==> src/hw/isa_pkg.sv <==
package isa_pkg;

	// Opcode byte layout: base operation, variant pair, long-form bit
	localparam int OPC_BASE_HI = 7;
	localparam int OPC_BASE_LO = 3;
	localparam int OPC_VAR_HI = 2;
	localparam int OPC_VAR_LO = 1;
	localparam int OPC_LONG = 0;

	// First instruction word layout
	localparam int W_OPC_HI = 15;
	localparam int W_OPC_LO = 8;
	localparam int W_RA_HI = 7;
	localparam int W_RA_LO = 4;
	localparam int W_RB_HI = 3;
	localparam int W_RB_LO = 0;
	localparam int W_TRAP_HI = 6;
	localparam int W_TRAP_LO = 0;
	localparam int W_CO_OP_HI = 7;
	localparam int W_CO_OP_LO = 4;
	localparam int W_CO_RND = 3;
	localparam int W_CO_UA = 2;
	localparam int W_CO_UB = 1;

	// Variant bit positions within the variant pair
	localparam int VAR_STEP2 = 0;
	localparam int VAR_POP = 0;

	typedef enum logic [4:0] {
		OP_ADD = 5'h00,
		OP_SUB = 5'h01,
		OP_MUL = 5'h02,
		OP_DIV = 5'h03,
		OP_LOGIC = 5'h04,
		OP_BITSET = 5'h05,
		OP_BITCOMB = 5'h06,
		OP_BFLD = 5'h07,
		OP_CMP = 5'h08,
		OP_CMPD = 5'h09,
		OP_CMPI = 5'h0a,
		OP_NORM = 5'h0b,
		OP_SHIFT = 5'h0c,
		OP_ARITH_SHIFT_RIGHT = 5'h0d,
		OP_MOV = 5'h0e,
		OP_MOVBX = 5'h0f,
		OP_JMP = 5'h10,
		OP_JBIT = 5'h11,
		OP_CALL = 5'h12,
		OP_PUSH_AND_CALL = 5'h13,
		OP_TRAP = 5'h14,
		OP_PUSHPOP = 5'h15,
		OP_CONTEXT_SWITCH_PUSH_LOAD = 5'h16,
		OP_RET = 5'h17,
		OP_SYS = 5'h18,
		OP_WDT = 5'h19,
		OP_EXTP = 5'h1a,
		OP_EXTS = 5'h1b,
		OP_ATOMIC = 5'h1c,
		OP_NOP = 5'h1d,
		OP_COPROC = 5'h1e,
		OP_ILLEGAL = 5'h1f
	} op_t;

	typedef enum logic [3:0] {
		CO_NOP = 4'h0,
		CO_MAC = 4'h1,
		CO_MACM = 4'h2,
		CO_ARITH_SHIFT_RIGHT = 4'h3,
		CO_MUL = 4'h4,
		CO_ADD = 4'h5,
		CO_SUB = 4'h6,
		CO_LOAD = 4'h7,
		CO_CMP = 4'h8,
		CO_ABS = 4'h9,
		CO_NEG = 4'ha,
		CO_RND = 4'hb,
		CO_SHL = 4'hc,
		CO_SHR = 4'hd,
		CO_MAXMIN = 4'he,
		CO_STORE = 4'hf
	} coop_t;

	typedef enum logic [1:0] {
		ST_FIRST = 2'b00,
		ST_SECOND = 2'b01,
		ST_BUSY = 2'b10
	} state_t;

	typedef enum logic [1:0] {
		LEN_SHORT = 2'b00,
		LEN_LONG = 2'b01,
		LEN_EITHER = 2'b10
	} lenkind_t;

	localparam logic [1:0] V_JBC = 2'h2;
	localparam logic [1:0] V_JUMP_AND_SET_BIT = 2'h3;
	localparam logic [1:0] V_RETURN_AND_POP = 2'h2;
	localparam logic [1:0] V_POWER_DOWN_ENTRY = 2'h2;
	localparam logic [1:0] V_END_OF_INIT = 2'h3;
	localparam logic [1:0] VAR_ZERO = 2'h0;

	localparam logic [2:0] LEN_BYTES_2 = 3'h2;
	localparam logic [2:0] LEN_BYTES_4 = 3'h4;

	localparam logic [3:0] CYC_SINGLE = 4'h1;
	localparam logic [3:0] CYC_BRANCH = 4'h2;
	localparam logic [3:0] CYC_MUL = 4'h5;
	localparam logic [3:0] CYC_DIV = 4'ha;
	localparam logic [3:0] CNT_ZERO = 4'h0;
	localparam logic [3:0] CNT_ONE = 4'h1;

	localparam logic signed [2:0] STEP_NONE = 3'sh0;
	localparam logic signed [2:0] STEP_PLUS1 = 3'sh1;
	localparam logic signed [2:0] STEP_PLUS2 = 3'sh2;
	localparam logic signed [2:0] STEP_MINUS1 = 3'sh7;
	localparam logic signed [2:0] STEP_MINUS2 = 3'sh6;

	localparam logic [15:0] WORD_ZERO = 16'h0000;
	localparam logic [6:0] TRAP_ZERO = 7'h00;
	localparam logic [10:0] GPR_PAD = 11'h000;

	function automatic lenkind_t op_length(input op_t op);
		unique case (op)
			OP_ADD, OP_SUB, OP_LOGIC, OP_CMP, OP_CMPD, OP_CMPI, OP_MOV, OP_MOVBX,
			OP_EXTP, OP_EXTS: op_length = LEN_EITHER;
			OP_BITCOMB, OP_BFLD, OP_JMP, OP_JBIT, OP_CALL, OP_PUSH_AND_CALL, OP_CONTEXT_SWITCH_PUSH_LOAD,
			OP_SYS, OP_WDT, OP_COPROC: op_length = LEN_LONG;
			default: op_length = LEN_SHORT;
		endcase
	endfunction : op_length

	function automatic logic op_is_branch(input op_t op);
		op_is_branch = (op == OP_JMP) || (op == OP_JBIT) || (op == OP_CALL) ||
			(op == OP_PUSH_AND_CALL) || (op == OP_TRAP) || (op == OP_RET);
	endfunction : op_is_branch

	// Byte address of a word register in the active bank
	function automatic logic [15:0] gpr_addr(input logic [15:0] cp, input logic [3:0] n);
		gpr_addr = cp + {GPR_PAD, n, 1'b0};
	endfunction : gpr_addr

endpackage : isa_pkg

==> src/hw/dec_if.sv <==
`timescale 1ns/1ps
`default_nettype none
interface dec_if import isa_pkg::*; ();
	logic [7:0] opcode;
	op_t baseOp;
	logic [1:0] variant;
	logic legal;
	logic len4;
	logic [3:0] cycles;
	logic start;
	logic [3:0] count;

	modport core (output opcode, output start, input baseOp, input variant, input legal,
		input len4, input cycles, input count);
	modport classify (input opcode, output baseOp, output variant, output legal, output len4,
		output cycles);
	modport timer (input start, input cycles, output count);
endinterface : dec_if
`default_nettype wire

==> src/hw/cpu_mac_decoder.sv <==
// Behaviour
// (RQ1) Add/sub word/byte, carry, 2 or 4 bytes
// (RQ2) Signed/unsigned 16x16 register multiply, 2 bytes
// (RQ3) Divide low word or long pair
// (RQ4) Bit set/clear 2 bytes, bit logic 4
// (RQ5) Masked high/low byte field modify, 4 bytes
// (RQ6) Compare and decrement register by 1/2
// (RQ7) Compare and increment register by 1/2
// (RQ8) Normalisation count into another register, 2 bytes
// (RQ9) Arithmetic right shift with sign fill
// (RQ10) Byte-to-word move, sign or zero extend
// (RQ11) Jump if bit set, clear it
// (RQ12) Jump if bit clear, set it
// (RQ13) Push register then call absolute, 4 bytes
// (RQ14) Push register then load it, 4 bytes
// (RQ15) Return and pop register, 2 bytes
// (RQ16) Software trap via immediate number, 2 bytes
// (RQ17) Power down only with interrupt pin low
// (RQ18) End of init shown on reset pin
// (RQ19) Every co-processor instruction is 4 bytes
// (RQ20) Multiply-accumulate, operand signedness, rounding, move
// (RQ21) Accumulator arithmetic shift right, optional round
// (RQ22) Extended page/segment prefixes, 2 or 4
// (RQ23) Branch 2, multiply 5, divide 10 cycles
// (RQ24) Register operands within context pointer bank
// (RQ25) Report length 2 or 4 to fetch
`timescale 1ns/1ps
`default_nettype none
module cpu_mac_decoder import isa_pkg::*; (
	input wire logic clk,
	input wire logic arst_n,
	input wire logic [15:0] fetchWord,
	input wire logic fetchValid,
	output logic fetchReady,
	input wire logic [15:0] contextPointer,
	input wire logic nmiPin,
	output logic decValid,
	output logic [2:0] lengthBytes,
	output op_t baseOp,
	output logic [1:0] variant,
	output logic illegal,
	output logic [15:0] regAddrA,
	output logic [15:0] regAddrB,
	output logic [15:0] immWord,
	output logic [6:0] trapNumber,
	output logic signed [2:0] regStep,
	output logic jumpClearBit,
	output logic jumpSetBit,
	output logic stackPush,
	output logic stackPop,
	output logic isCoproc,
	output coop_t coprocOp,
	output logic coprocRound,
	output logic coprocUnsA,
	output logic coprocUnsB,
	output logic coprocMove,
	output logic powerDown,
	output logic resetOutActive
);
	dec_if decBus();

	op_classifier uClass (
		.dec(decBus)
	);

	exec_timer uTimer (
		.clk(clk),
		.arst_n(arst_n),
		.dec(decBus)
	);

	state_t state;
	state_t next_state;
	logic [15:0] firstWord;
	logic [15:0] next_firstWord;
	logic next_fetchReady;
	logic nmiMeta;
	logic nmiSync;
	logic next_nmiMeta;
	logic next_nmiSync;
	logic next_decValid;
	logic [2:0] next_lengthBytes;
	op_t next_baseOp;
	logic [1:0] next_variant;
	logic next_illegal;
	logic [15:0] next_regAddrA;
	logic [15:0] next_regAddrB;
	logic [15:0] next_immWord;
	logic [6:0] next_trapNumber;
	logic signed [2:0] next_regStep;
	logic next_jumpClearBit;
	logic next_jumpSetBit;
	logic next_stackPush;
	logic next_stackPop;
	logic next_isCoproc;
	coop_t next_coprocOp;
	logic next_coprocRound;
	logic next_coprocUnsA;
	logic next_coprocUnsB;
	logic next_coprocMove;
	logic next_powerDown;
	logic next_resetOutActive;

	logic accept;
	logic complete;
	logic issue;
	logic [15:0] headWord;
	logic [15:0] longWord;
	op_t op;

	// Word steering and classifier feed
	always_comb begin
		accept = fetchValid && fetchReady;
		headWord = (state == ST_FIRST) ? fetchWord : firstWord;
		longWord = (state == ST_SECOND) ? fetchWord : WORD_ZERO;
		decBus.opcode = headWord[W_OPC_HI:W_OPC_LO];
		op = decBus.baseOp;
		complete = accept && ((state == ST_FIRST && !decBus.len4) || state == ST_SECOND); // see (RQ25)
		issue = complete && decBus.legal;
		decBus.start = issue && (decBus.cycles != CYC_SINGLE); // see (RQ23)
	end

	// Sequencing and decode fields
	always_comb begin
		next_state = state;
		next_firstWord = firstWord;
		next_nmiMeta = nmiPin;
		next_nmiSync = nmiMeta;
		unique case (state)
			ST_FIRST: begin
				if (accept && decBus.len4) begin
					next_state = ST_SECOND; // see (RQ25)
					next_firstWord = fetchWord;
				end else if (accept && decBus.start) begin
					next_state = ST_BUSY;
				end
			end
			ST_SECOND: begin
				if (accept) begin
					next_state = decBus.start ? ST_BUSY : ST_FIRST;
				end
			end
			ST_BUSY: begin
				if (decBus.count == CNT_ONE) begin
					next_state = ST_FIRST; // see (RQ23)
				end
			end
			default: begin
				next_state = ST_FIRST;
			end
		endcase
		next_fetchReady = (next_state != ST_BUSY);

		next_decValid = complete;
		next_lengthBytes = lengthBytes;
		next_baseOp = baseOp;
		next_variant = variant;
		next_illegal = illegal;
		next_regAddrA = regAddrA;
		next_regAddrB = regAddrB;
		next_immWord = immWord;
		next_trapNumber = trapNumber;
		next_regStep = regStep;
		next_jumpClearBit = jumpClearBit;
		next_jumpSetBit = jumpSetBit;
		next_stackPush = stackPush;
		next_stackPop = stackPop;
		next_isCoproc = isCoproc;
		next_coprocOp = coprocOp;
		next_coprocRound = coprocRound;
		next_coprocUnsA = coprocUnsA;
		next_coprocUnsB = coprocUnsB;
		next_coprocMove = coprocMove;
		next_powerDown = powerDown;
		next_resetOutActive = resetOutActive;

		if (complete) begin
			// Operation class with its width, carry, sign and form variants
			next_lengthBytes = decBus.len4 ? LEN_BYTES_4 : LEN_BYTES_2; // see (RQ1) see (RQ10)
			next_baseOp = op; // see (RQ2) see (RQ3) see (RQ4) see (RQ5) see (RQ8) see (RQ9)
			next_variant = decBus.variant; // see (RQ22)
			next_illegal = !decBus.legal;
			next_regAddrA = gpr_addr(contextPointer, headWord[W_RA_HI:W_RA_LO]); // see (RQ24)
			next_regAddrB = gpr_addr(contextPointer, headWord[W_RB_HI:W_RB_LO]); // see (RQ24)
			next_immWord = longWord;
			next_trapNumber = (issue && op == OP_TRAP) ? headWord[W_TRAP_HI:W_TRAP_LO]
				: TRAP_ZERO; // see (RQ16)
			next_regStep = STEP_NONE;
			if (issue && op == OP_CMPD) begin
				next_regStep = decBus.variant[VAR_STEP2] ? STEP_MINUS2 : STEP_MINUS1; // see (RQ6)
			end else if (issue && op == OP_CMPI) begin
				next_regStep = decBus.variant[VAR_STEP2] ? STEP_PLUS2 : STEP_PLUS1; // see (RQ7)
			end
			next_jumpClearBit = issue && op == OP_JBIT && decBus.variant == V_JBC; // see (RQ11)
			next_jumpSetBit = issue && op == OP_JBIT && decBus.variant == V_JUMP_AND_SET_BIT; // see (RQ12)
			next_stackPush = issue && (op == OP_PUSH_AND_CALL || op == OP_CONTEXT_SWITCH_PUSH_LOAD ||
				(op == OP_PUSHPOP && !decBus.variant[VAR_POP])); // see (RQ13) see (RQ14)
			next_stackPop = issue && ((op == OP_RET && decBus.variant == V_RETURN_AND_POP) ||
				(op == OP_PUSHPOP && decBus.variant[VAR_POP])); // see (RQ15)
			next_isCoproc = issue && op == OP_COPROC; // see (RQ19)
			next_coprocOp = next_isCoproc ? coop_t'(headWord[W_CO_OP_HI:W_CO_OP_LO]) : CO_NOP;
			next_coprocRound = next_isCoproc && headWord[W_CO_RND]; // see (RQ20) see (RQ21)
			next_coprocUnsA = next_isCoproc && headWord[W_CO_UA]; // see (RQ20)
			next_coprocUnsB = next_isCoproc && headWord[W_CO_UB]; // see (RQ20)
			next_coprocMove = next_isCoproc && next_coprocOp == CO_MACM; // see (RQ20)
			if (issue && op == OP_SYS && decBus.variant == V_POWER_DOWN_ENTRY && !nmiSync) begin
				next_powerDown = 1'b1; // see (RQ17)
			end
			if (issue && op == OP_SYS && decBus.variant == V_END_OF_INIT) begin
				next_resetOutActive = 1'b0; // see (RQ18)
			end
		end
	end

	always_ff @(posedge clk or negedge arst_n) begin
		if (!arst_n) begin
			state <= ST_FIRST;
			firstWord <= WORD_ZERO;
			fetchReady <= 1'b1;
			nmiMeta <= 1'b0;
			nmiSync <= 1'b0;
			decValid <= 1'b0;
			lengthBytes <= LEN_BYTES_2;
			baseOp <= OP_NOP;
			variant <= VAR_ZERO;
			illegal <= 1'b0;
			regAddrA <= WORD_ZERO;
			regAddrB <= WORD_ZERO;
			immWord <= WORD_ZERO;
			trapNumber <= TRAP_ZERO;
			regStep <= STEP_NONE;
			jumpClearBit <= 1'b0;
			jumpSetBit <= 1'b0;
			stackPush <= 1'b0;
			stackPop <= 1'b0;
			isCoproc <= 1'b0;
			coprocOp <= CO_NOP;
			coprocRound <= 1'b0;
			coprocUnsA <= 1'b0;
			coprocUnsB <= 1'b0;
			coprocMove <= 1'b0;
			powerDown <= 1'b0;
			resetOutActive <= 1'b1;
		end else begin
			state <= next_state;
			firstWord <= next_firstWord;
			fetchReady <= next_fetchReady;
			nmiMeta <= next_nmiMeta;
			nmiSync <= next_nmiSync;
			decValid <= next_decValid;
			lengthBytes <= next_lengthBytes;
			baseOp <= next_baseOp;
			variant <= next_variant;
			illegal <= next_illegal;
			regAddrA <= next_regAddrA;
			regAddrB <= next_regAddrB;
			immWord <= next_immWord;
			trapNumber <= next_trapNumber;
			regStep <= next_regStep;
			jumpClearBit <= next_jumpClearBit;
			jumpSetBit <= next_jumpSetBit;
			stackPush <= next_stackPush;
			stackPop <= next_stackPop;
			isCoproc <= next_isCoproc;
			coprocOp <= next_coprocOp;
			coprocRound <= next_coprocRound;
			coprocUnsA <= next_coprocUnsA;
			coprocUnsB <= next_coprocUnsB;
			coprocMove <= next_coprocMove;
			powerDown <= next_powerDown;
			resetOutActive <= next_resetOutActive;
		end
	end
endmodule : cpu_mac_decoder
`default_nettype wire

==> src/hw/exec_timer.sv <==
`timescale 1ns/1ps
`default_nettype none
module exec_timer import isa_pkg::*; (
	input wire logic clk,
	input wire logic arst_n,
	dec_if.timer dec
);
	logic [3:0] count;
	logic [3:0] next_count;

	always_comb begin
		next_count = count;
		if (dec.start) begin
			next_count = dec.cycles - CYC_SINGLE; // see (RQ23)
		end else if (count != CNT_ZERO) begin
			next_count = count - CNT_ONE;
		end
	end

	always_ff @(posedge clk or negedge arst_n) begin
		if (!arst_n) begin
			count <= CNT_ZERO;
		end else begin
			count <= next_count;
		end
	end

	assign dec.count = count;
endmodule : exec_timer
`default_nettype wire

==> src/hw/op_classifier.sv <==
`timescale 1ns/1ps
`default_nettype none
module op_classifier import isa_pkg::*; (
	dec_if.classify dec
);
	op_t op;
	lenkind_t kind;
	logic legal;

	always_comb begin
		op = op_t'(dec.opcode[OPC_BASE_HI:OPC_BASE_LO]);
		kind = op_length(op);
		legal = (op != OP_ILLEGAL) &&
			((kind == LEN_EITHER) || ((kind == LEN_LONG) == dec.opcode[OPC_LONG])); // see (RQ19)
		dec.baseOp = op;
		dec.variant = dec.opcode[OPC_VAR_HI:OPC_VAR_LO];
		dec.legal = legal;
		dec.len4 = legal && dec.opcode[OPC_LONG]; // see (RQ25)
		if (!legal) begin
			dec.cycles = CYC_SINGLE;
		end else if (op == OP_MUL) begin
			dec.cycles = CYC_MUL; // see (RQ23)
		end else if (op == OP_DIV) begin
			dec.cycles = CYC_DIV; // see (RQ23)
		end else if (op_is_branch(op)) begin
			dec.cycles = CYC_BRANCH; // see (RQ23)
		end else begin
			dec.cycles = CYC_SINGLE;
		end
	end

endmodule : op_classifier
`default_nettype wire

==> config.mk <==
export PLATFORM = sky130hd
export DESIGN_NAME = cpu_mac_decoder
export DESIGN_NICKNAME = d
export VERILOG_FILES = /design/src/hw/isa_pkg.sv /design/src/hw/dec_if.sv /design/src/hw/cpu_mac_decoder.sv /design/src/hw/exec_timer.sv /design/src/hw/op_classifier.sv
export SDC_FILE = /design/constraint.sdc
export NUM_CORES = 1
export LEC_CHECK = 0
export ABC_AREA = 0
export CAP_MARGIN = 20
export CORE_UTILIZATION = 40
export CTS_BUF_LIST = sky130_fd_sc_hd__clkbuf_4 sky130_fd_sc_hd__clkbuf_8 sky130_fd_sc_hd__clkbuf_16
export DETAILED_ROUTE_END_ITERATION = 8
export DONT_BUFFER_PORTS = 1
export GPL_TIMING_DRIVEN = 0
export SYNTH_ARGS = -nofsm -noshare
export SYNTH_HDL_FRONTEND = slang
export SYNTH_SLANG_ARGS = --single-unit
export TNS_END_PERCENT = 10
==> constraint.sdc <==
create_clock -name clk -period 3.1 [get_ports clk]
set_input_delay 0.465 -clock clk [delete_from_list [all_inputs] [get_ports clk]]
set_output_delay 0.465 -clock clk [all_outputs]
set_load 0.02 [all_outputs]
# Word-level counts from Yosys, hierarchy flattened
# Memory sizes are Yosys's and may differ from the RTL's.
# Index checks and enable logic that the tools add are counted.
# W data, S select, Z words.
dict set report word_totals {
  n_memories 1
  reg_bits 110
  rom_bits 64
  input_bits 36
  word_cells 129
  output_inout_bits 86
}
# memory words width rd rd_ports_with_merged_regs write_ports line
set mem_list {}
lappend mem_list {{(name not given)} 32 2 1 0 0 isa_pkg.sv:123} ;# unique case (op)
dict set report op_classes {
  reduce_logical 49
  add_sub_neg 4
  n_eq_ne 26
  muxes 21
}
# cell count
set op_table {}
lappend op_table {{$eq A5 B5 Y1 const B} 10}
lappend op_table {{$add A16 B5 Y16} 2}
lappend op_table {{$mux W16} 2}
lappend op_table {{$logic_and A1 B1 Y1} 29}
lappend op_table {{$mux W4} 6}
lappend op_table {{$mux W2} 8}
lappend op_table {{$eq A5 B2 Y1 const B} 2}
lappend op_table {{$eq A5 B4 Y1 const B} 2}
lappend op_table {{$logic_or A1 B1 Y1} 10}
lappend op_table {{$eq A2 B2 Y1 const B} 4}
lappend op_table {{$sub A4 B1 Y4 const B} 2}
lappend op_table {{$mux W7} 1}
lappend op_table {{$mux W3} 2}
lappend op_table {{$pmux W2 S3} 1}
lappend op_table {{$reduce_and A2 Y1} 3}
lappend op_table {{$ne A5 B5 Y1 const B} 1}
lappend op_table {{$eq A2 B1 Y1 const B} 2}
lappend op_table {{$eq A4 B1 Y1 const B} 1}
lappend op_table {{$eq A4 B2 Y1 const B} 1}
lappend op_table {{$logic_not A1 Y1} 4}
lappend op_table {{$ne A4 B1 Y1 const B} 1}
lappend op_table {{$reduce_bool A4 Y1} 1}
lappend op_table {{$logic_not A2 Y1} 1}
lappend op_table {{$ne A2 B2 Y1 const B} 1}
lappend op_table {{other kinds (3)} 3}

# Logic depth before layout (Yosys ltp)
# Gate-level depths: netlist of run 1.
dict set report logic_depth {
  word_depth 19
  mapped_depth 14
  ltp_nobuf 11
}

# Modules after synthesis
# A second synthesis of run 1 with hierarchy kept.
dict set report hier_totals {
  hier_cells 513
  area_unflattened_um2 5288.8
}
# mod seq_area_each_um2 n_inst area_per_inst_um2 cells_per_inst
set by_module_without_submodules {}
lappend by_module_without_submodules {cpu_mac_decoder 2611.3 1 4792.1 453}
lappend by_module_without_submodules {op_classifier 0.0 1 264.0 38}
lappend by_module_without_submodules {exec_timer 100.1 1 232.7 22}

# Least setup slack after synthesis of run 1
# OpenSTA, ideal clock, no wires.
dict set report synth_path {
  path_type {register to register}
  from {register state[0]}
  to {register regAddrA[15]}
  t_required_ps 2975
  stages_incl_launch_ff 15
  setup_ps 125
  period_less_slack_ps 3123
  path_buffers 3
  setup_slack_ps -23
  t_arrival_ps 2997
  cell_sequence {dfrtp_1 -> buf_6 -> or2_4 -> buf_2 -> buf_1 -> mux2i_1 -> inv_1 -> ha_1 -> fa_1 -> a21o_1 -> a21oi_1 -> nor2_1 -> nand3_1 -> xnor2_1 -> mux2_4}
}
dict set report synth_via {
  elab_chain_len 12
  elab_cells_between_ends 16
  cone_classes {add/sub: 1; eq/ne: 5; mux: 1; reduce/logical: 8; memory: 1}
}
# element line
set synth_lines {}
lappend synth_lines {{from (decl)} cpu_mac_decoder.sv:72} ;# state_t state;
lappend synth_lines {{from (signal assigned)} cpu_mac_decoder.sv:245} ;# state <= next_state;
lappend synth_lines {{$logic_not A2 Y1} {cpu_mac_decoder.sv:114, cpu_mac_decoder.sv:118}}
lappend synth_lines {{$mux W16} cpu_mac_decoder.sv:114} ;# headWord = (state == ST_FIRST) ? fetchWord : firstWord;
lappend synth_lines {{$mem_v2 Z32 W2} --}
lappend synth_lines {{$eq A2 B1 Y1} op_classifier.sv:14} ;# ((kind == LEN_EITHER) || ((kind == LEN_LONG) == dec.opcode[OPC_LONG]));
lappend synth_lines {{$eq A1 B1 Y1} op_classifier.sv:14}
lappend synth_lines {{$logic_or A1 B1 Y1} op_classifier.sv:14}
lappend synth_lines {{$logic_and A1 B1 Y1} op_classifier.sv:13} ;# legal = (op != OP_ILLEGAL) &&
lappend synth_lines {{$logic_and A1 B1 Y1} op_classifier.sv:18} ;# dec.len4 = legal && dec.opcode[OPC_LONG];
lappend synth_lines {{$logic_not A1 Y1} cpu_mac_decoder.sv:118} ;# complete = accept && ((state == ST_FIRST && !decBus.len4) || state == ST_SECOND);
lappend synth_lines {{$logic_and A1 B1 Y1} cpu_mac_decoder.sv:118}
lappend synth_lines {{$logic_or A1 B1 Y1} cpu_mac_decoder.sv:118}
lappend synth_lines {{$logic_and A1 B1 Y1} cpu_mac_decoder.sv:118}
lappend synth_lines {{to (signal assigned)} cpu_mac_decoder.sv:255} ;# regAddrA <= next_regAddrA;
lappend synth_lines {{to (decl)} cpu_mac_decoder.sv:42} ;# output logic [15:0] regAddrA,
# Parallel ways exist; a longest one is shown, timed or not.
# A chain may end at the register's enable or synchronous reset.

# Final worst setup path of run 1
dict set report layout_path {
  from {register state[1]}
  to {register regAddrA[11]}
}
# Same word-level chain as after synthesis.

==> results of run 1 <==
[synth_stat cells (3+ instances only)]
| cell type | n |
|---|---|
| dfrtp_1 | 101 |
| o21ai_0 | 42 |
| nand2_1 | 34 |
| mux2_2 | 33 |
| nor2_1 | 29 |
| nand3_1 | 24 |
| xnor2_1 | 24 |
| a22o_1 | 17 |
| clkbuf_1 | 14 |
| inv_1 | 14 |
| a21oi_1 | 13 |
| ha_1 | 13 |
| mux2i_1 | 13 |
| mux2_4 | 11 |
| a21o_1 | 10 |
| nor3_1 | 10 |
| o2bb2ai_1 | 10 |
| buf_2 | 7 |
| dfstp_2 | 7 |
| xor2_1 | 7 |
| o31ai_1 | 5 |
| and3_1 | 4 |
| buf_6 | 4 |
| o21a_1 | 4 |
| a31o_2 | 3 |
| and2_1 | 3 |
| buf_1 | 3 |
| buf_4 | 3 |
| nand4b_1 | 3 |
| o211ai_1 | 3 |
| or2_2 | 3 |
[cells in the final DEF, fill, tap and decap left out, types with 3 or more instances in the layout]
cell type and instances:
a21o_1 10, a21oi_1 10, a21oi_2 3, a22o_1 17, a31o_2 3, and2_1 3
and3_1 4, buf_2 3, buf_4 10, buf_6 6, clkbuf_1 11, clkbuf_16 9
dfrtp_1 100, dfstp_2 7, ha_1 13, inv_1 14, mux2_2 32, mux2_4 12
mux2i_1 7, mux2i_4 5, nand2_1 31, nand2_2 3, nand3_1 22, nand4b_1 3
nor2_1 26, nor3_1 9, o211ai_1 3, o21a_1 4, o21ai_0 41, o2bb2ai_1 10
or2_2 3, xnor2_1 24, xor2_1 7
[layout make-up]
class / count / area [µm²]
buffer: 29 / 194
clock inverter: 4 / 80.1
fill: 1234 / 6950
timing repair buffer: 7 / 72.6
clock buffer: 12 / 260
sequential: 108 / 2710
tap: 176 / 220
multi-input combinational: 359 / 2860
inverter: 15 / 56.3
[repair_timing]
| action | CTS | global route |
|---|---|---|
| setup buffers | 3 | 3 |
| gates cloned | 0 | 0 |
| gates resized for setup | 26 | 34 |
| pin swaps | 1 | 5 |
| setup endpoints to repair | 89 | 71 |
| hold endpoints to repair | 108 | 0 |
| hold buffers | 1 | 0 |
[state kept, by name (all words and copies together) (netlist names), 2 cells and up]
signal / flops
regAddrA: 16
regStep: 3
lengthBytes: 2
coprocOp: 4
trapNumber: 7
immWord: 16
variant: 2
regAddrB: 15
firstWord: 16
uTimer.dec.count: 4
state: 2
baseOp: 5
[layer usage]
metal	track usage (%)	part of all wire [%]
met2	32.6	46
met5	0	0
met3	7.60	9.2
met1	29.4	44
met4	6.17	1.0
[cells by family (layout without fill, tap and decap cells)]
kind of cell	Yosys count	after routing	share of synthesized area, %
buffers and inverters	46	67	3.99
other	1	1	0.0672
AOI/OAI and AO/OA	127	127	15.7
adders and majority gates	15	15	3.63
muxes	57	57	11.9
DFF	108	108	48.6
and+or+nand+nor	128	128	11.3
xor gates and xnor gates	31	31	4.86
[how the worst max path moves through the flow]
stage | slack, ns | cells after the start | end | start
after CTS | 0.02 | 12 | uTimer.dec.count[1] | state[0]
final | 0.12 | 13 | regAddrA[11] | state[1]
after detailed placement | -0.48 | 13 | regAddrA[11] | state[1]
after floorplan | 0.11 | 14 | regAddrA[15] | state[0]
after global placement | -0.50 | 13 | regAddrA[11] | state[1]
after global routing | -0.02 | 13 | state[1] | state[0]
[worst max-delay path, cell delays in order, from the launching register on]
cell     delay (ns)
dfrtp_2        0.48
or2_4          0.30
buf_6          0.16
buf_12         0.16
mux2i_4        0.19
inv_1          0.06
ha_1           0.21
fa_2           0.38
a21o_1         0.18
a21oi_2        0.18
nor2_2         0.11
nand3_1        0.11
xnor2_1        0.08
mux2_2         0.26
[power by group through the flow]
stage	clock network (mW)	registers, mW	logic [mW]
floorplan	0	2.69	2.35
global placement	0	2.82	2.98
detailed placement	0	2.84	3.03
CTS	1.32	2.83	3.23
global route	1.37	2.91	3.80
finish	1.30	2.84	3.46
[through the flow]
stage	area, µm²	TNS (ns)	power (mW)
after CTS	6290	0	7.38
after global routing	6450	-0.0595	8.09
final	6450	0	7.59
after detailed placement	5800	-15.88	5.87
after global placement	5800	-17.57	5.80
after floorplan	5580	0	5.05
==> metrics.md, run 1 <==
| Metric | Value |
|---|---|
| Diodes inserted | `0` |
| Final hold vios | `0` |
| Synth cell types | `61` |
| Critical Path Fanout Max | `10` |
| Seq cells post-synth | `between 100 and 150` |
| First-pass GRT wire length | `about 24 mm` |
| Critical R2R Launch | `state[1]` |
| Power density cells | `1180 mW/mm²` |
| Post-layout worst setup margin | `0.117 ns` |
| Maximum number of pins on one net before global-route repair | `109` |
| Asr flop ratio synth | `100%` |
| Grt total ovfl | `0` |
| Status | `complete, no violations` |
| DRC errors left | `0` |
| Rows | `42` |
| WL/cell | `21.0 µm` |
| Comb pwr share | `45.5%` |
| Die H | `120 µm` |
| Vias | `4064` |
| Layout cells sized above 1 | `24.5%` |
| Final core area utilization | `48.1%` |
| Clock transition at path regs | `0.07 ns` |
| Worst R2R Setup Slack | `0.12 ns` |
| Tightest Pin Transition | `around 0.63 ns` |
| Pint | `4.28 mW` |
| Hold WC Path Type | `input port to asynchronous set/reset pin` |
| Post-Place Worst Slack | `-0.484 ns` |
| YS warnings | `0` |
| Sequential power share | `37.4%` |
| Synth Cell Area | `0.00558 mm²` |
| H-tree depth | `3` |
| R2R depth | `13` |
| Hold slack | `0.0511 ns` |
| Mapped Nets | `564` |
| Dpl hpwl | `11.0 mm` |
| DRT Pass-1 Iters | `4` |
| Post-Syn Area per Cell | `10.9 µm²` |
| Ranking of synthesized cells by area | `dfrtp_1 45%, mux2_2 6.7%, o21ai_0 3.8%, xnor2_1 3.8%, dfstp_2 3.3%` |
| Top_reg_cell synth | `dfrtp_1` |
| WP data required | `3.34 ns` |
| Sequential fraction of the synthesis area | `between 40% and 50%` |
| Post-Place Cells | `689` |
| Starting density of the core | `41.7%` |
| I/O pins | `122` |
| Endpoint class of the critical path | `register` |
| Die width | `120 µm` |
| Routed Antenna Nets | `0` |
| GP Congestion | `0.871` |
| Post-route insts no fill | `between 700 and 800` |
| Final setup viols | `0` |
| Top achievable clock speed | `0.335 GHz` |
| Fin crit share | `96.2%` |
| Fin nets | `580` |
| Synthesis-to-finish area growth | `15.6%` |
| Clock latency on the worst-skew pair | `between 0.3 and 0.4 ns` |
| Clock Skew | `0.00970 ns` |
| Yosys top cell by area | `dfrtp_1` |
| Core ar. | `0.0134 mm²` |
| Mapped Cells | `between 500 and 600` |
| NetSw | `3.31 mW` |
| Worst EP arrival | `3.22 ns` |
| Vias in the first global route | `4108` |
| Max-slew violation count | `0` |
| R2r endpoint | `regAddrA[11]` |
| DRT iter0 DRCs | `317` |
| Clock Sinks | `108` |
| # port buffers | `0` |
| DR vias/cell | `5.72` |
| Final Routed Wirelength | `14.9 mm` |
| P_leak | `between 2 and 3 nW` |
| Clock root cell | `clkbuf_16` |
| GR Util All Layers | `21.7%` |
| CP Launch Type | `register` |
| Full die area | `0.0144 mm²` |
| Max-cap viol count | `0` |
| Post-synth top area share | `45.3%` |
| Clock share of power | `17.1%` |
| Worst vdd ir | `487 µV` |
| Clock Tree Buf Depth | `2` |
| Net Sw Frac | `a little over two fifths` |
| Post-route minimum period | `2.98 ns` |
| Max_slew headroom | `57.2%` |
| CP Class | `register to register` |
| EDFF count, synth | `0` |
| Initial antenna violation count | `0` |
| Num CTS Buffers | `9` |
| TritonCTS clock tree | `yes` |
No activity file was read; power rests on OpenSTA's default activity.
==> run 2: changes to the inputs <==
- CORE_ASPECT_RATIO: unset -> 1.1
- SYNTH_HIERARCHICAL: unset -> 1
==> run 2 against run 1 <==
The run now ends with DRC, setup timing left. Largest cell class is now registers. Combinational power down 1%. Final area down 0.83%. Clock skew up 0.00088 ns. Die area down 5.2%. Largest power group unchanged. Sequential share of layout area up 0.35 points. Maximum frequency down 13%. Setup slack worse by 0.43 ns. Highest routed layer unchanged. Count of clock-buffer cells in the layout down 3.
==> metrics.md, run 2 <==
| Metric | Value |
|---|---|
| Mapped Nets | `560` |
| Initial antenna violation count | `0` |
| Largest family of logic cells by synthesized area | `simple AND/OR/NAND/NOR gates` |
| Hold slack | `0.0480 ns` |
| Yosys top cell by area | `dfrtp_1` |
| Top_reg_cell synth | `dfrtp_1` |
| Clock transition at path regs | `around 0.080 ns` |
| DR vias/cell | `between 5 and 6` |
| Top flop regs | `firstWord: 16 flops, immWord: 16 flops, regAddrA: 16 flops` |
| Die width | `approximately 110 µm` |
| DRT iter0 DRCs | `197` |
| Seq cells post-synth | `between 100 and 150` |
| First-pass GRT wire length | `21.9 mm` |
| Diodes inserted | `0` |
| RSZ-0062 raised after global routing | `true` |
| Asr flop ratio synth | `100%` |
| Synth Cell Area | `0.00529 mm²` |
| Post-route minimum period | `3.41 ns` |
| Status | `finished with violations` |
| Clock share of power | `16.0%` |
| YS warnings | `6` |
| EDFF count, synth | `0` |
| Top achievable clock speed | `between 0.2 and 0.3 GHz` |
| DRT Pass-1 Iters | `7` |
| Post-Synth XOR/XNOR Area | `4.80%` |
| Commonest non-fill, non-tap cell in the layout | `dfrtp_1` |
| NetSw | `roughly 3.3 mW` |
| Post-synthesis compound-gate area fraction | `13.7%` |
| WP data required | `about 3.4 ns` |
| Dpl hpwl | `~9.8 mm` |
| TritonCTS clock tree | `yes` |
| Count leader, synth | `dfrtp_1` |
| P_leak | `2.85 nW` |
| Pint | `4.20 mW` |
| Clock root cell | `clkbuf_16` |
| Failing checks | `DRC, setup timing` |
| Post-synth top area share | `47.8%` |
| CP Class | `register to register` |
| Power density cells | `1170 mW/mm²` |
| DRC errors left | `12` |
| Sequential fraction of the synthesis area | `51.3%` |
| Clock Tree Buf Depth | `2` |
| Vias in the first global route | `3996` |
| Final setup viols | `29` |
| # port buffers | `0` |
| Clock latency on the worst-skew pair | `0.35 ns` |
| Num CTS Buffers | `9` |
| Hold WC Path Type | `input port to asynchronous set/reset pin` |
| Clock Skew | `0.0106 ns` |
| Mapped Cells | `513` |
| GR Util All Layers | `between 20% and 30%` |
| Synthesis-to-finish area growth | `21.0%` |
| Sequential power share | `38.6%` |
| Tightest Pin Transition | `0.615 ns` |
| Endpoint class of the critical path | `register` |
| Comb pwr share | `45.4%` |
| Fin crit share | `110%` |
| Layout cells sized above 1 | `roughly 28%` |
| Proportion of synthesized area in mux cells | `7.62%` |
| Routed Antenna Nets | `0` |
| Synth Area in Adders | `2.89%` |
| Final hold vios | `0` |
| Worst vdd ir | `570 µV` |
| Final Routed Wirelength | `~14 mm` |
| Rows | `between 40 and 50` |
| Die H | `123 µm` |
| Net Sw Frac | `~44%` |
| Ranking of synthesized cells by area | `dfrtp_1 48%, nand2_1 6.6%, mux2_2 5.3%, o21ai_0 4.3%, a22o_1 3.6%` |
| Post-layout worst setup margin | `-0.314 ns` |
| Starting density of the core | `41.5%` |
| Fillers | `~1.2k` |
| Synth cell types | `slightly below 60` |
| Grt total ovfl | `0` |
| GP Congestion | `0.828` |
| Critical Path Fanout Max | `8` |
| CP Launch Type | `register` |
| Fin nets | `596` |
| Core ar. | `0.0128 mm²` |
| I/O pins | `122` |
| H-tree depth | `3` |
| Full die area | `0.0137 mm²` |
| Max_slew headroom | `59.0%` |
| Max-cap viol count | `0` |
| Top cells by count, synth | `101 x dfrtp_1, 93 x nand2_1, 45 x o21ai_0` |
| Max-slew violation count | `0` |
| Vias | `3920` |
| Clock Sinks | `108` |
| Maximum number of pins on one net before global-route repair | `about 110` |
| Commonest non-fill, non-tap cells in the layout | `100 x dfrtp_1, 93 x nand2_1, 35 x buf_4` |
| Worst EP arrival | `3.69 ns` |
| Post-Syn Area per Cell | `a little over 10 µm²` |
| Post-Place Worst Slack | `-1.21 ns` |
| TNS Setup | `-3.24 ns` |
| WL/cell | `20.2 µm` |
| Post-Synth Simple-Gate Area | `14.8%` |
[run 2: power by group through the flow]
stage	logic (mW)	clock network, mW	registers [mW]
3_3_place_gp	2.60	0	2.88
2_1_floorplan	2.09	0	2.77
6_report	3.41	1.20	2.89
3_5_place_dp	2.68	0	2.90
4_1_cts	3.16	1.22	2.89
5_1_grt	3.72	1.28	2.96
[run 2: final timing paths]
kind | start | end | slack, ns | cells after the start
hold / removal | arst_n | trapNumber[1] | 0.05 | 1
min in group clk | nmiPin | next_nmiSync | 0.14 | 0
setup / recovery | state[0] | uTimer/dec.count[2] | -0.31 | 17
setup reg to reg | state[0] | uTimer/dec.count[2] | -0.31 | 17
hold reg to reg | next_nmiSync | nmiSync | 0.36 | 0
max in group asynchronous | arst_n | baseOp[0] | 2.61 | 1
[run 2: layout make-up]
type / instances / area, µm² / share of cell area (%)
Clock buffer: 9 / 225 / 3.52
Buffer: 32 / 225 / 3.52
Timing Repair Buffer: 29 / 243 / 3.79
Multi-Input combinational cell: 351 / 2630 / 41.1
Sequential cell: 108 / 2710 / 42.4
Clock inverter: 7 / 80.1 / 1.25
Tap cell: 157 / 196 / 3.07
Inverter: 18 / 82.6 / 1.29
[run 2: routing by layer]
metal	share of wire (%)	wire, µm	vias to the layer above	GRT usage (%)
li1	-	-	1840	-
met1	41	5910	1958	25.6
met2	50	7240	108	35.8
met3	7.3	1050	14	7.11
met4	1.0	145	0	5.57
met5	0	0	-	0
[run 2: what timing repair did]
action,4_1_cts,5_1_grt
setup endpoints to repair,102,100
pin swaps,9,8
hold buffers,1,0
setup buffers,19,8
gates cloned,0,1
resized for setup,51,43
hold endpoints to repair,108,0
[run 2: critical path: stages (launching register included)]
cell      delay [ns]
dfrtp_1         0.42
nor2_4          0.14
buf_8           0.15
mux2_4          0.33
buf_8           0.13
nand2b_4        0.14
o31ai_4         0.17
a21oi_2         0.07
nor2b_2         0.16
or3_4           0.42
clkinv_8        0.07
nand3_4         0.08
inv_4           0.09
mux2i_2         0.23
ha_2            0.22
inv_2           0.04
or3_1           0.31
a22oi_2         0.15
[run 2: cells by family after synthesis]
family | Yosys count
adders and majority gates | 11
DFF | 108
other | 1
AOI/OAI and AO/OA | 109
and+or+nand+nor | 163
muxes | 37
buffers and inverters | 55
xor gates and xnor gates | 29
[run 2: through the flow]
step	cells	area (µm²)	utilization, %	total power, mW
5_1_grt	711	6400	50.2	7.96
3_3_place_gp	670	5570	43.7	5.48
6_report	711	6400	50.2	7.51
2_1_floorplan	513	5380	-	4.87
4_1_cts	704	6230	48.9	7.27
3_5_place_dp	671	5580	43.8	5.58
==> run 3: changes to the inputs <==
- SYNTH_HIERARCHICAL: 1 -> unset
==> run 3 against run 2 <==
The flow now finishes without violations. Critical path type unchanged. Worst hold slack got worse by 0.011 ns. Sequential share of layout area fell by 0.28 points. Count of clock-buffer cells in the layout rose by 1. Wire length rose by 5.0%. Critical path depth fell by 3.
==> metrics.md, run 3 (synthesis gave the netlist of run 1 again) <==
| Metric | Value |
|---|---|
| Final setup viols | `0` |
| Worst setup path end | `regAddrA[13]` |
| RSZ-0062 raised after global routing | `true` |
| Final Routed Wirelength | `15.1 mm` |
| CP Launch Type | `register` |
| Die width | `115 µm` |
| Critical R2R Launch | `state[0]` |
| Grt total ovfl | `0` |
| Top achievable clock speed | `between 0.3 and 0.4 GHz` |
| CP Class | `register to register` |
| Initial antenna violation count | `0` |
| H-tree depth | `3` |
| Rows | `44` |
| Clock latency on the worst-skew pair | `~0.36 ns` |
| DR vias/cell | `5.69` |
| Post-layout worst setup margin | `0.103 ns` |
| Tightest Pin Transition | `0.774 ns` |
| TritonCTS clock tree | `yes` |
| DRC errors left | `0` |
| Critical path, cell by cell | `buf_6 > or2_4 > buf_6 > buf_8 > mux2i_4 > inv_1 > ha_1 > fa_2 > a21o_1 > a21oi_2 > nor2_4 > nand3_1 > xnor2_1 > mux2_2` |
| Commonest non-fill, non-tap cells in the layout | `100 x dfrtp_1, 41 x o21ai_0, 33 x nand2_1, 33 x mux2_2, 26 x nor2_1` |
| Routed Antenna Nets | `0` |
| Clock transition at path regs | `0.07 ns` |
| Hold WC Path Type | `input port to asynchronous set/reset pin` |
| First-pass GRT wire length | `23.3 mm` |
| Core ar. | `0.0134 mm²` |
| Fin nets | `583` |
| WL/cell | `20.9 µm` |
| DRT Pass-1 Iters | `5` |
| Max-slew violation count | `0` |
| R2r endpoint | `regAddrA[13]` |
| Starting density of the core | `41.6%` |
| CP peak stage delay | `0.38 ns` |
| Vias in the first global route | `4185` |
| Slowest-stage cell, CP | `dfrtp_1` |
| Worst EP arrival | `3.24 ns` |
| Fillers | `1270` |
| Final core area utilization | `47.9%` |
| Fin crit share | `96.7%` |
| Hold slack | `0.0370 ns` |
| Area of the multi-input gates | `~0.0028 mm²` |
| Layout cells sized above 1 | `24.8%` |
| Commonest non-fill, non-tap cell in the layout | `dfrtp_1` |
| Diodes inserted | `0` |
| Vias | `4103` |
| # port buffers | `0` |
| Power density cells | `roughly 1200 mW/mm²` |
| WP data required | `3.34 ns` |
| Full die area | `0.0144 mm²` |
| Worst R2R Setup Slack | `0.10 ns` |
| Top flop regs | `firstWord: 16 flops, immWord: 16 flops, regAddrA: 16 flops` |
| Clock Sinks | `108` |
| Clock root cell | `clkbuf_16` |
| Crit path launch | `state[0]` |
| Final hold vios | `0` |
| FF/Latch Area | `0.00271 mm²` |
| GR Util All Layers | `21.3%` |
| Die H | `126 µm` |
| Synthesis-to-finish area growth | `15.4%` |
| Max_slew headroom | `47.1%` |
| Clock Tree Buf Depth | `2` |
| Post-Place Worst Slack | `-0.559 ns` |
| Clock Skew | `0.0106 ns` |
| Status | `complete, no violations` |
| Critical Path Most Common Cell | `buf_6` |
| Worst vdd ir | `409 µV` |
| I/O pins | `around 120` |
| Critical Path Fanout Max | `10` |
| R2R depth | `14` |
| Num CTS Buffers | `9` |
| Endpoint class of the critical path | `register` |
| DRT iter0 DRCs | `197` |
| Post-route minimum period | `3.00 ns` |
| GP Congestion | `0.820` |
| Dpl hpwl | `10.9 mm` |
| Maximum number of pins on one net before global-route repair | `109` |
| P_leak | `2.81 nW` |
| Max-cap viol count | `0` |
[run 3: cell types whose count changed in the layout (fill, tap and decap cells not counted), sizes merged, moves of 5 or more]
cell     previous run  this run
nand3               7        24
a22o               22        17
nor2               10        29
buf                43        26
mux2               26        44
xor2               16         7
nor2b              10         2
o2bb2ai             0        10
a21o                3        10
nand2              94        34
xnor2              13        24
nand2b              7         2
[run 3: how the worst min path moves through the flow]
stage / start / to / slack, ns
2_1_floorplan: arst_n / baseOp[1] / 0.17
3_3_place_gp: arst_n / decValid / 0.17
3_5_place_dp: arst_n / decValid / 0.17
4_1_cts: arst_n / regAddrB[9] / 0.08
5_1_grt: arst_n / regAddrB[8] / 0.09
6_report: arst_n / regAddrB[8] / 0.04
[run 3: final cells by class]
class / instances / area share (%)
clock inverter: 6 / 1.17
buffer: 30 / 3.01
sequential: 108 / 42.1
clock buffer: 10 / 3.71
timing repair buffer: 9 / 1.36
inverter: 15 / 0.874
tap: 184 / 3.57
multi-input combinational: 359 / 44.2
[run 3: per-stage QoR]
step	std cells	total power [mW]	setup TNS [ns]	instance area (µm²)
finish	721	7.56	0	6440
global route	721	8.03	-0.0732	6440
CTS	718	7.33	0	6280
detailed placement	697	5.89	-15.11	5810
global placement	697	5.80	-14.57	5810
floorplan	513	5.05	0	5580
[run 3: power by group]
group / internal [mW] / switching (mW) / leakage [nW]
clock: 0.666 / 0.573 / 0.157
sequential: 1.96 / 0.878 / 1.35
combinational: 1.57 / 1.92 / 1.30
[run 3: worst max-delay path, delay by kind of cell, from the launching register on]
family                   cells  cell delay (ns)
AO/OA/AOI/OAI                2             0.40
XOR/XNOR                     1             0.07
adder cells (fa/ha/maj)      2             0.58
buffers and inverters        4             0.54
flip-flops                   1             0.38
multiplexers                 2             0.47
AND/OR/NAND/NOR              3             0.44
[run 3: repair_timing]
| action | CTS | global route |
|---|---|---|
| endpoints found under the setup margin | 75 | 51 |
| resized for setup | 27 | 28 |
| hold buffers | 1 | 0 |
| hold endpoints to repair | 108 | 0 |
| pin swaps | 1 | 6 |
| setup buffers | 4 | 4 |
| cloned | 0 | 0 |
[run 3: layer usage]
layer	vias up	global-route usage, %	routed length, µm
met3	20	6.11	1090
li1	1878	-	-
met4	0	6.95	246
met1	2066	27.1	6520
met5	-	0	0
met2	139	34.6	7220
